[src/fpec_defs.vh]
// Function
// software writes 55h then AAh to the unlock key before any operation
// no erase or program proceeds without the key sequence just before it
// key is 8-bit write-only in bits 7..0; whole register reads zero
// setting control bit 15 launches a self-timed operation, cleared on completion
// start bit is set-only; writing zero to it does nothing
// bit 14 clear inhibits every erase and program; set permits them
// bit 13 flags improper sequences or terminations; cleared by normal completion
// bit 6 selects erase (one) or program (zero) for the next start
// erase codes: 1111 bulk, 1101 general, 1100 secure, 0010 page, 0000 config
// program codes: 0011 word, 0001 row, 0000 config; others do nothing
// unlisted operation codes are unimplemented and cause no flash activity
// control bits clear only on power-on reset, not on warm resets
// processor is stalled for the whole cycle, released as start clears
// software saves and erases the eight-row page before changing a row
// page erase uses code 0010 with erase and allow set, page address loaded
// software loads 64 words into buffers, then selects code 0001, program
// software repeats loading and row programming until 512 words are rewritten
// software waits out the programming time before trusting the contents
// software places two no-operations after the instruction setting start
// target address is page pointer bits 7..0 above the working effective address
// arm only on 55h then AAh, start next; unarmed start flags and is ignored
// control bits 12..7 and 5..4 ignore writes and read zero
`ifndef FPEC_DEFS_VH
`define FPEC_DEFS_VH

`define FPEC_ADDR_W 3
`define FPEC_IDX_CTRL 3'h0
`define FPEC_IDX_KEY 3'h1
`define FPEC_IDX_PAGE 3'h2
`define FPEC_IDX_EA 3'h3
`define FPEC_IDX_STAT 3'h4

`define FPEC_BIT_START 15
`define FPEC_BIT_ALLOW 14
`define FPEC_BIT_FAULT 13
`define FPEC_BIT_ERASE 6
`define FPEC_OP_HI 3
`define FPEC_OP_LO 0

`define FPEC_KEY_FIRST 8'h55
`define FPEC_KEY_SECOND 8'hAA

`define FPEC_CODE_BULK 4'hF
`define FPEC_CODE_GENSEG 4'hD
`define FPEC_CODE_SECSEG 4'hC
`define FPEC_CODE_WORD 4'h3
`define FPEC_CODE_PAGE 4'h2
`define FPEC_CODE_ROW 4'h1
`define FPEC_CODE_CFG 4'h0

`define FPEC_CLS_UNIMPL 3'h0
`define FPEC_CLS_NOOP 3'h1
`define FPEC_CLS_WORD 3'h2
`define FPEC_CLS_ROW 3'h3
`define FPEC_CLS_PAGE 3'h4
`define FPEC_CLS_BULK 3'h5
`define FPEC_CLS_CFG 3'h6

`endif

[src/fpec_flash_ctrl.v]
`timescale 1ns/1ps
`include "fpec_defs.vh"
// run-time flash program/erase sequencer with avalon-mm register access
module fpec_flash_ctrl #(
    parameter CNT_W = 24,
    parameter WORD_CYCLES = 24'h000800,
    parameter ROW_CYCLES = 24'h02B38,
    parameter PAGE_CYCLES = 24'h02B38,
    parameter BULK_CYCLES = 24'h005000,
    parameter CFG_CYCLES = 24'h000800
) (
    sys_clk,
    arst_n,
    ce,
    warmRst,
    avs_address,
    avs_read,
    avs_write,
    avs_writedata,
    avs_byteenable,
    avs_readdata,
    avs_waitrequest,
    flashAbort,
    cpuStall,
    flashActive,
    flashErase,
    flashOpCode,
    flashAddr
);
    input wire sys_clk;
    input wire arst_n;
    input wire ce;
    input wire warmRst;
    input wire [`FPEC_ADDR_W-1:0] avs_address;
    input wire avs_read;
    input wire avs_write;
    input wire [31:0] avs_writedata;
    input wire [3:0] avs_byteenable;
    output reg [31:0] avs_readdata;
    output reg avs_waitrequest;
    input wire flashAbort;
    output reg cpuStall;
    output reg flashActive;
    output reg flashErase;
    output reg [3:0] flashOpCode;
    output reg [23:0] flashAddr;

    localparam KS_IDLE = 2'h0;
    localparam KS_FIRST = 2'h1;
    localparam KS_ARMED = 2'h2;

    // classify an erase-select plus operation code
    function [2:0] opClass;
        input erase;
        input [3:0] code;
        begin
            opClass = `FPEC_CLS_UNIMPL;
            if (erase) begin
                case (code)
                    `FPEC_CODE_BULK: opClass = `FPEC_CLS_BULK;
                    `FPEC_CODE_GENSEG: opClass = `FPEC_CLS_BULK;
                    `FPEC_CODE_SECSEG: opClass = `FPEC_CLS_BULK;
                    `FPEC_CODE_PAGE: opClass = `FPEC_CLS_PAGE;
                    `FPEC_CODE_CFG: opClass = `FPEC_CLS_CFG;
                    `FPEC_CODE_WORD: opClass = `FPEC_CLS_NOOP;
                    `FPEC_CODE_ROW: opClass = `FPEC_CLS_NOOP;
                    default: opClass = `FPEC_CLS_UNIMPL;
                endcase
            end else begin
                case (code)
                    `FPEC_CODE_WORD: opClass = `FPEC_CLS_WORD;
                    `FPEC_CODE_ROW: opClass = `FPEC_CLS_ROW;
                    `FPEC_CODE_CFG: opClass = `FPEC_CLS_CFG;
                    `FPEC_CODE_BULK: opClass = `FPEC_CLS_NOOP;
                    `FPEC_CODE_GENSEG: opClass = `FPEC_CLS_NOOP;
                    `FPEC_CODE_SECSEG: opClass = `FPEC_CLS_NOOP;
                    `FPEC_CODE_PAGE: opClass = `FPEC_CLS_NOOP;
                    default: opClass = `FPEC_CLS_UNIMPL;
                endcase
            end
        end
    endfunction

    // control register state; power-on reset only, except the key state, which warm reset also clears
    reg start_q;
    reg allow_q;
    reg fault_q;
    reg erase_q;
    reg [3:0] opCode_q;
    reg [1:0] keyState_q;
    reg [7:0] pagePtr_q;
    reg [15:0] effAddr_q;
    reg ackPending_q;
    reg timerLoad_q;
    reg [CNT_W-1:0] timerValue_q;
    reg immDone_q;

    wire timerBusy;
    wire timerDone;
    wire busAccess = (avs_read | avs_write) & ~ackPending_q;
    // a write lands on the answer edge, the one where the master sees waitrequest low
    wire wrStrobe = avs_write & ackPending_q;
    wire ctrlWr = wrStrobe & (avs_address == `FPEC_IDX_CTRL);
    wire keyWr = wrStrobe & (avs_address == `FPEC_IDX_KEY) & avs_byteenable[0];
    wire startReq = ctrlWr & avs_byteenable[1] & avs_writedata[`FPEC_BIT_START];
    wire opRunning = start_q;

    // next-cycle values of erase select and code as the start write sees them
    wire eraseNew = avs_byteenable[0] ? avs_writedata[`FPEC_BIT_ERASE] : erase_q;
    wire [3:0] opNew = avs_byteenable[0] ? avs_writedata[`FPEC_OP_HI:`FPEC_OP_LO] : opCode_q;
    wire allowNew = avs_byteenable[1] ? avs_writedata[`FPEC_BIT_ALLOW] : allow_q;
    wire [2:0] newClass = opClass(eraseNew, opNew);
    wire launchOk = startReq & ~opRunning & (keyState_q == KS_ARMED) & allowNew;
    wire launchBad = startReq & ~opRunning & ~launchOk;
    wire launchTimed = launchOk & (newClass != `FPEC_CLS_NOOP) &
        (newClass != `FPEC_CLS_UNIMPL);
    wire launchEmpty = launchOk & ~launchTimed;
    wire abortNow = flashAbort & timerBusy;

    reg [CNT_W-1:0] cyclesNew;

    always @* begin
        case (newClass)
            `FPEC_CLS_WORD: cyclesNew = WORD_CYCLES;
            `FPEC_CLS_ROW: cyclesNew = ROW_CYCLES;
            `FPEC_CLS_PAGE: cyclesNew = PAGE_CYCLES;
            `FPEC_CLS_BULK: cyclesNew = BULK_CYCLES;
            `FPEC_CLS_CFG: cyclesNew = CFG_CYCLES;
            default: cyclesNew = {CNT_W{1'b0}};
        endcase
    end

    fpec_op_timer #(
        .CNT_W(CNT_W)
    ) uTimer (
        .sys_clk(sys_clk),
        .arst_n(arst_n),
        .ce(ce),
        .load(timerLoad_q),
        .loadValue(timerValue_q),
        .abort(abortNow),
        .busy(timerBusy),
        .done(timerDone)
    );

    // key sequence tracker; any other write breaks the chain
    always @(posedge sys_clk or negedge arst_n) begin
        if (!arst_n) begin
            keyState_q <= KS_IDLE;
        end else if (ce) begin
            if (warmRst) begin
                keyState_q <= KS_IDLE;
            end else if (keyWr) begin
                if (avs_writedata[7:0] == `FPEC_KEY_FIRST) begin
                    keyState_q <= KS_FIRST;
                end else if (keyState_q == KS_FIRST &&
                        avs_writedata[7:0] == `FPEC_KEY_SECOND) begin
                    keyState_q <= KS_ARMED;
                end else begin
                    keyState_q <= KS_IDLE;
                end
            end else if (wrStrobe) begin
                // arming is used up by the very next write, start or not
                keyState_q <= KS_IDLE;
            end
        end
    end

    // control register; warm reset deliberately not applied here
    always @(posedge sys_clk or negedge arst_n) begin
        if (!arst_n) begin
            start_q <= 1'b0;
            allow_q <= 1'b0;
            fault_q <= 1'b0;
            erase_q <= 1'b0;
            opCode_q <= 4'h0;
            timerLoad_q <= 1'b0;
            timerValue_q <= {CNT_W{1'b0}};
            immDone_q <= 1'b0;
        end else if (ce) begin
            timerLoad_q <= launchTimed;
            timerValue_q <= cyclesNew;
            immDone_q <= launchEmpty;
            // settings are frozen while an operation runs
            if (ctrlWr && !opRunning) begin
                if (avs_byteenable[0]) begin
                    erase_q <= avs_writedata[`FPEC_BIT_ERASE];
                    opCode_q <= avs_writedata[`FPEC_OP_HI:`FPEC_OP_LO];
                end
                if (avs_byteenable[1]) begin
                    allow_q <= avs_writedata[`FPEC_BIT_ALLOW];
                    fault_q <= avs_writedata[`FPEC_BIT_FAULT];
                end
            end
            if (launchOk) begin
                start_q <= 1'b1;
            end else if (timerDone || immDone_q) begin
                start_q <= 1'b0;
                fault_q <= (immDone_q &
                    (opClass(erase_q, opCode_q) == `FPEC_CLS_UNIMPL));
            end else if (abortNow) begin
                start_q <= 1'b0;
            end
            // hardware set wins over a software clear in the same cycle
            if (launchBad || abortNow) begin
                fault_q <= 1'b1;
            end
        end
    end

    // table page pointer and effective address registers
    always @(posedge sys_clk or negedge arst_n) begin
        if (!arst_n) begin
            pagePtr_q <= 8'h00;
            effAddr_q <= 16'h0000;
        end else if (ce && wrStrobe && !opRunning) begin
            if (avs_address == `FPEC_IDX_PAGE && avs_byteenable[0]) begin
                pagePtr_q <= avs_writedata[7:0];
            end
            if (avs_address == `FPEC_IDX_EA) begin
                if (avs_byteenable[0]) begin
                    effAddr_q[7:0] <= avs_writedata[7:0];
                end
                if (avs_byteenable[1]) begin
                    effAddr_q[15:8] <= avs_writedata[15:8];
                end
            end
        end
    end

    // outputs toward the array and the processor
    always @(posedge sys_clk or negedge arst_n) begin
        if (!arst_n) begin
            cpuStall <= 1'b0;
            flashActive <= 1'b0;
            flashErase <= 1'b0;
            flashOpCode <= 4'h0;
            flashAddr <= 24'h000000;
        end else if (ce) begin
            cpuStall <= (start_q & ~timerDone & ~immDone_q & ~abortNow) | launchOk;
            flashActive <= (timerBusy & ~timerDone & ~abortNow) | timerLoad_q;
            if (launchOk) begin
                flashErase <= eraseNew;
                flashOpCode <= opNew;
                flashAddr <= {pagePtr_q, effAddr_q};
            end
        end
    end

    // bus slave: one wait state, then a single-cycle answer
    reg [31:0] readMux;

    always @* begin
        case (avs_address)
            `FPEC_IDX_CTRL: readMux = {16'h0000, start_q, allow_q, fault_q, 6'h00,
                erase_q, 2'h0, opCode_q};
            `FPEC_IDX_KEY: readMux = 32'h00000000;
            `FPEC_IDX_PAGE: readMux = {24'h000000, pagePtr_q};
            `FPEC_IDX_EA: readMux = {16'h0000, effAddr_q};
            `FPEC_IDX_STAT: readMux = {27'h0000000, flashActive, cpuStall,
                (keyState_q == KS_ARMED), keyState_q == KS_FIRST, timerBusy};
            default: readMux = 32'h00000000;
        endcase
    end

    always @(posedge sys_clk or negedge arst_n) begin
        if (!arst_n) begin
            ackPending_q <= 1'b0;
            avs_waitrequest <= 1'b1;
            avs_readdata <= 32'h00000000;
        end else if (ce) begin
            ackPending_q <= busAccess;
            avs_waitrequest <= ~busAccess;
            if (busAccess && avs_read) begin
                avs_readdata <= readMux;
            end
        end
    end
endmodule // fpec_flash_ctrl

[src/fpec_op_timer.v]
`timescale 1ns/1ps
// down-counter that times one flash operation
module fpec_op_timer #(
    parameter CNT_W = 24
) (
    sys_clk,
    arst_n,
    ce,
    load,
    loadValue,
    abort,
    busy,
    done
);
    input wire sys_clk;
    input wire arst_n;
    input wire ce;
    input wire load;
    input wire [CNT_W-1:0] loadValue;
    input wire abort;
    output reg busy;
    output reg done;

    reg [CNT_W-1:0] count_q;

    always @(posedge sys_clk or negedge arst_n) begin
        if (!arst_n) begin
            count_q <= {CNT_W{1'b0}};
            busy <= 1'b0;
            done <= 1'b0;
        end else if (ce) begin
            done <= 1'b0;
            if (abort) begin
                busy <= 1'b0;
                count_q <= {CNT_W{1'b0}};
            end else if (load) begin
                busy <= 1'b1;
                count_q <= loadValue;
            end else if (busy) begin
                if (count_q <= {{(CNT_W-1){1'b0}}, 1'b1}) begin
                    busy <= 1'b0;
                    done <= 1'b1;
                    count_q <= {CNT_W{1'b0}};
                end else begin
                    count_q <= count_q - {{(CNT_W-1){1'b0}}, 1'b1};
                end
            end
        end
    end
endmodule // fpec_op_timer

[config.mk]
export PLATFORM = sky130hd
export DESIGN_NAME = fpec_flash_ctrl
export DESIGN_NICKNAME = d
export VERILOG_FILES = /design/src/fpec_flash_ctrl.v /design/src/fpec_op_timer.v
export VERILOG_INCLUDE_DIRS = /design/src
export SDC_FILE = /design/constraint.sdc
export NUM_CORES = 1
export LEC_CHECK = 0
export ABC_AREA = 1
export CAP_MARGIN = 20
export CORE_ASPECT_RATIO = 2
export CORE_MARGIN = 8
export CORE_UTILIZATION = 35
export DETAILED_ROUTE_END_ITERATION = 12
export DONT_BUFFER_PORTS = 1
export HOLD_SLACK_MARGIN = 0.1
export PLACE_DENSITY_LB_ADDON = 0.25
export SLEW_MARGIN = 30
export SYNTH_ARGS = -nofsm -noshare
export SYNTH_HDL_FRONTEND = slang
export SYNTH_SLANG_ARGS = --single-unit
[constraint.sdc]
create_clock -name sys_clk -period 1.6 [get_ports sys_clk]
set_input_delay 0.16 -clock sys_clk [delete_from_list [all_inputs] [get_ports sys_clk]]
set_output_delay 0.16 -clock sys_clk [all_outputs]
set_load 0.03 [all_outputs]
==> results of run 1 <==
[worst paths after layout]
check	depth (start not counted)	slack [ps]	startpoint	end
min in group sys_clk	4	110	ce	timerValue_q[11]$_DFFE_PN0P_
max in group asynchronous	0	1970	arst_n	avs_waitrequest$_DFFE_PN1P_
setup reg to reg	9	-40	uTimer.count_q[1]$_DFFE_PN0P_	uTimer.count_q[10]$_DFFE_PN0P_
hold / removal	0	-580	arst_n	flashAddr[12]$_DFFE_PN0P_
setup / recovery	9	-40	uTimer.count_q[1]$_DFFE_PN0P_	uTimer.count_q[10]$_DFFE_PN0P_
hold reg to reg	2	490	timerValue_q[13]$_DFFE_PN0P_	timerValue_q[13]$_DFFE_PN0P_
[cell families (layout without fill, tap and decap cells)]
kind of cell             after synthesis  after routing  share of synthesized area, %
other                                  1             16                       0.06416
buffers and inverters                112            214                         9.377
XOR/XNOR                              10             10                         1.499
flip-flops                           114            114                         48.83
AND/OR/NAND/NOR                      406            406                         29.07
adder cells (fa/ha/maj)                2              2                        0.4281
AO/OA/AOI/OAI                        104            104                         10.73
[metal layers]
metal	vias up	wire, µm	GRT usage (%)
li1	2574	-	-
met1	2479	6992	19.29
met2	146	8114	25.66
met3	23	1271	4.835
met4	0	365	6.522
met5	-	0	0
[registers in the layout, summed over array words and instances (netlist names), 2 cells and up]
register and count:
flashAddr 24, avs_readdata 16, effAddr_q 16, uTimer.count_q 24, pagePtr_q 8, timerValue_q 3
keyState_q 2, flashOpCode 4, opCode_q 4
[stage by stage]
stage                     std cells  setup TNS [ps]  util [%]
after floorplan                 764               0         -
after global placement          991          -411.1     38.09
after detailed placement        991          -867.3     38.09
after CTS                      1061               0     44.49
after global routing           1073          -686.9     46.77
final                          1073          -40.49     46.77
[power by group]
| group | internal (mW) | switching (mW) |
|---|---|---|
| clock network | 2.78 | 1.45 |
| logic | 1.70 | 2.17 |
| registers | 3.32 | 0.509 |
| total | 7.80 | 4.14 |
[repair_timing]
action	4_1_cts	5_1_grt
gates resized for setup	12	82
endpoints found under the setup margin	22	80
hold buffers	35	2
setup buffers	3	9
pin swaps	2	26
endpoints found under the hold margin	168	130
cloned	0	1
[final cells by class]
type / count / area, µm²
clock buffer: 17 / 425.4
clock inverter: 15 / 231.5
fill: 1653 / 8836
inverter: 78 / 302.8
multi-input combinational: 538 / 2769
sequential: 114 / 2855
tap: 207 / 259.0
timing repair buffer: 104 / 919.6
[cell usage after synthesis (all sizes together) (3+ instances only)]
cell type | instances | area (µm²)
xnor2 | 3 | 26.28
inv | 78 | 292.8
o22ai | 4 | 31.28
nor3 | 8 | 50.05
nor2 | 80 | 340.3
a21oi | 10 | 50.05
o21ai | 71 | 396.6
nand3 | 38 | 220.2
o31ai | 5 | 37.54
dfrtp | 113 | 2828
clkbuf | 5 | 18.77
xor2 | 7 | 61.31
nand4 | 9 | 56.30
buf | 29 | 236.5
nand2 | 269 | 1020
[worst max-delay path: cells and delay by family (launching register included)]
kind,cells,cell delay (ps)
XOR/XNOR,1,200
flip-flops,1,390
AND/OR/NAND/NOR,5,570
buffers and inverters,2,180
adder cells (fa/ha/maj),1,180
==> flow_summary.json, run 1 <==
{
  "path_clk_slew_ps": 60,
  "synth_area_per_cell_um2": 7.803,
  "clk_latency_ps": 430,
  "synth_area_um2": 5844,
  "routed_wl_um": 16740,
  "synth-seq-cells": 114,
  "max_stage_delay_ps": 390,
  "mostFrequentLayoutCells": "nand2_1 (260), dfrtp_1 (112), inv_1 (66)",
  "synthCells": 749,
  "min_path_type": "primary input to async pin",
  "post-route-period-util_pct": 102.5,
  "die_w_um": 107.4,
  "first_pass_iters": 5,
  "avgViaCountPerCell": 4.867,
  "violations": "hold timing, setup timing",
  "arrival_ps": 1950,
  "drive_gt1_share_pct": 21.82,
  "finalSetupViolations": 1,
  "crit_slowest_cell": "dfrtp_1",
  "postLayoutSetupSlackWorst_ps": -40.49,
  "critical_path.cell_chain": "inv_2 > ha_4 > inv_4 > nor2_4 > nand2_1 > nor2_2 > nand3_1 > xor2_1 > nor2_2",
  "cts_buffer_depth": 2,
  "fin_crit_ps": 1640,
  "total_power_mw": 11.94,
  "fin_worst_skew_ps": 14.85,
  "antenna_found_initial": 0,
  "yosys_warnings": 0,
  "cp_max_fo": 6,
  "drv_slew": 0,
  "crit_path_end_kind": "register",
  "nets": 901,
  "start_kind": "register",
  "cts_inserted_buffers": 17,
  "cts.sinks": 114,
  "die_h_um": 198.7,
  "synthToLayoutAreaGrowth_pct": 32.82,
  "dp_worst_setup_slack_ps": -102.9,
  "fin_area_um2": 7762,
  "core.rowCount": 67,
  "status": "finished, violations left",
  "finalHoldViolCount": 114,
  "grt_pass1_wl_um": 26530,
  "die-area_um2": 21340,
  "drtAntennaViolNets": 0,
  "io_buffer_count": 0,
  "route.detailed.drc": 0,
  "root_buffer": "clkbuf_16",
  "yosysSeqAreaShare_pct": 48.83,
  "final_common_cell": "nand2_1",
  "gp_congestion": 0.8518,
  "grt_max_degree": 115,
  "ir_drop_mv": 0.5472,
  "cts.htree.levels": 4,
  "grt_pass1_vias": 5138,
  "synth_edf_count": 0,
  "path_common_cell": "nor2_2",
  "io_pins": 110,
  "dp_hpwl_um": 11600,
  "fmax_mhz": 609.6,
  "n_antenna_cell": 0,
  "holdWs_ps": -575.4,
  "place_area_um2": 6322,
  "ys_dominant_reg_cell": "dfrtp_1",
  "critPathRequiredTime_ps": 1910,
  "rsz0062_at_grt": "true",
  "grt_usage_pct": 15.94,
  "cts_tree": "yes",
  "cap_violations": 0,
  "path_class": "register to register",
  "coreArea_um2": 16600,
  "wl_per_cell_um": 15.60,
  "floorplan.initialDensity_pct": 35.21,
  "power.density_nw_per_um2": 1538,
  "synthArstFlopShare_pct": 100.0,
  "vias": 5222,
  "overflow": 0,
  "drtIter0Drc": 269,
  "cellLeakagePower_nw": 3.912,
  "ys_types": 40
}
Power figures use the tool's default switching activity.
==> run 2, diff against run 1 <==
--- a/config.mk
+++ b/config.mk
@@ -13,7 +13,7 @@
 export CORE_UTILIZATION = 35
 export DETAILED_ROUTE_END_ITERATION = 12
 export DONT_BUFFER_PORTS = 1
-export HOLD_SLACK_MARGIN = 0.1
+export HOLD_SLACK_MARGIN = 0.02
 export PLACE_DENSITY_LB_ADDON = 0.25
 export SLEW_MARGIN = 30
 export SYNTH_ARGS = -nofsm -noshare
==> run 2 against run 1 <==
Against the previous run: count of clock-buffer cells in the layout stayed put; critical path type unchanged; cell count shrank 1.4%; register-to-register slack hardly changed; the flow still finishes with violations (hold timing, setup timing); global-route usage fell by 0.24 points; power fell by 0.58%.
==> flow_summary.json, run 2 (synthesis results as in run 1) <==
{
  "core.rowCount": 67,
  "io_buffer_count": 0,
  "n_antenna_cell": 0,
  "die_h_um": 198.7,
  "vias": 5141,
  "die_w_um": 107.4,
  "path_common_cell": "nor2_2",
  "cts_inserted_buffers": 17,
  "critPathRequiredTime_ps": 1910,
  "power.share.switching_pct": 34.71,
  "postLayoutSetupSlackWorst_ps": -44.42,
  "first_pass_iters": 5,
  "ff_latch_area_um2": 2855,
  "finalSetupViolations": 1,
  "antenna_found_initial": 0,
  "fmax_mhz": 608.1,
  "p_comb_share_pct": 32.0,
  "ir_drop_mv": 0.5466,
  "p_switching_mw": 4.119,
  "violations": "hold timing, setup timing",
  "drive_gt1_share_pct": 22.21,
  "drtIter0Drc": 275,
  "arrival_ps": 1950,
  "synthToLayoutAreaGrowth_pct": 30.72,
  "path_class": "register to register",
  "max_stage_delay_ps": 390,
  "post-route-period-util_pct": 102.8,
  "cts_tree": "yes",
  "holdWs_ps": -568.5,
  "crit_slowest_cell": "dfrtp_1",
  "critical_path.cell_chain": "inv_2 > ha_4 > inv_4 > nor2_4 > nand2_1 > nor2_2 > nand3_1 > xor2_1 > nor2_2",
  "final_common_cell": "nand2_1",
  "cp_max_fo": 6,
  "place_area_um2": 6322,
  "path_clk_slew_ps": 60,
  "total_power_mw": 11.87,
  "wl_per_cell_um": 15.94,
  "fillers": 1665,
  "mostFrequentLayoutCells": "nand2_1 (259), dfrtp_1 (112), inv_1 (66)",
  "top_regs": "flashAddr: 24 flops, uTimer.count_q: 24 flops",
  "drtAntennaViolNets": 0,
  "grt_max_degree": 115,
  "grt_usage_pct": 15.69,
  "fin_crit_ps": 1644,
  "finalSetupTns_ps": -44.42,
  "dp_hpwl_um": 11600,
  "clk_latency_ps": 420,
  "floorplan.initialDensity_pct": 35.21,
  "cts_buffer_depth": 2,
  "placed_cells": 991,
  "drv_slew": 0,
  "root_buffer": "clkbuf_16",
  "rsz0062_at_grt": "true",
  "start_kind": "register",
  "fin_worst_skew_ps": 7.228,
  "cts.sinks": 114,
  "avgViaCountPerCell": 4.859,
  "pwr-share-clk_pct": 35.7,
  "finalHoldViolCount": 114,
  "overflow": 0,
  "die-area_um2": 21340,
  "status": "finished, violations left",
  "crit_path_end_kind": "register",
  "io_pins": 110,
  "grt_pass1_wl_um": 26100,
  "multi_input_area_um2": 2769,
  "seqPwrFrac_pct": 32.3,
  "power.density_nw_per_um2": 1554,
  "p_int_mw": 7.749,
  "route.detailed.drc": 0,
  "routed_wl_um": 16870,
  "min_path_type": "primary input to async pin",
  "cellLeakagePower_nw": 3.846,
  "cap_violations": 0,
  "grt_pass1_vias": 5066,
  "fin_area_um2": 7640,
  "cts.htree.levels": 4,
  "gp_congestion": 0.8518,
  "nets": 886,
  "fin_cells": 1058,
  "coreArea_um2": 16600
}
-- run 2: changes by cell type in the layout (fill, tap and decap cells not counted), sizes merged --
cell          delta
clkbuf           +1
dlymetal6s4s     -1
dlygate4sd3     -14
buf              -1
-- run 2: worst paths after layout --
kind                       depth (start not counted)                             end  slack [ps]                     startpoint
max                                                9  uTimer.count_q[10]$_DFFE_PN0P_         -40  uTimer.count_q[1]$_DFFE_PN0P_
min                                                0       flashAddr[12]$_DFFE_PN0P_        -570                         arst_n
max reg2reg                                        9  uTimer.count_q[10]$_DFFE_PN0P_         -40  uTimer.count_q[1]$_DFFE_PN0P_
min reg2reg                                        2        pagePtr_q[7]$_DFFE_PN0P_         490       pagePtr_q[7]$_DFFE_PN0P_
max in group asynchronous                          0     avs_waitrequest$_DFFE_PN1P_        1970                         arst_n
min in group sys_clk                               2        effAddr_q[2]$_DFFE_PN0P_          20              avs_byteenable[0]
-- run 2: per-layer routing --
layer | global-route usage (%) | vias up | share of wire (%)
li1 | - | 2539 | -
met1 | 18.75 | 2441 | 42
met2 | 24.94 | 135 | 48
met3 | 5.256 | 26 | 7.4
met4 | 6.988 | 0 | 2.0
met5 | 0 | - | 0
-- run 2: through the flow --
| stage | util [%] | worst slack, ps |
|---|---|---|
| after floorplan | - | 54.32 |
| after global placement | 38.09 | -55.58 |
| after detailed placement | 38.09 | -102.9 |
| after CTS | 43.65 | 2.236 |
| after global routing | 46.03 | -136.2 |
| final | 46.03 | -44.42 |
-- run 2: power by group through the flow --
stage	Clock, mW	Sequential, mW	Combinational (mW)
floorplan	0	3.79	1.86
global placement	0	3.85	2.85
detailed placement	0	3.86	2.90
CTS	4.31	3.81	3.12
global route	4.45	3.89	4.22
finish	4.24	3.84	3.80
-- run 2: cell type report --
| class | instances | area share, % |
|---|---|---|
| timing repair buffer | 89 | 10.37 |
| multi-input combinational | 538 | 36.24 |
| tap | 207 | 3.390 |
| sequential | 114 | 37.37 |
| clock inverter | 15 | 3.030 |
| inverter | 78 | 4.029 |
| clock buffer | 17 | 5.568 |
-- run 2: critical path: cells and delay by family, from the launching register on --
| family | cells | cell delay [ps] |
|---|---|---|
| and+or+nand+nor | 5 | 570 |
| DFF | 1 | 390 |
| xor gates and xnor gates | 1 | 200 |
| buffers and inverters | 2 | 180 |
| adders and majority gates | 1 | 180 |
-- run 2: timing repair --
item	CTS	global route
cloned	0	3
buffers inserted	3	7
endpoints found under the setup margin	22	77
endpoints found under the hold margin	149	115
gates resized for setup	12	82
pin swaps	2	27
hold buffers	21	1
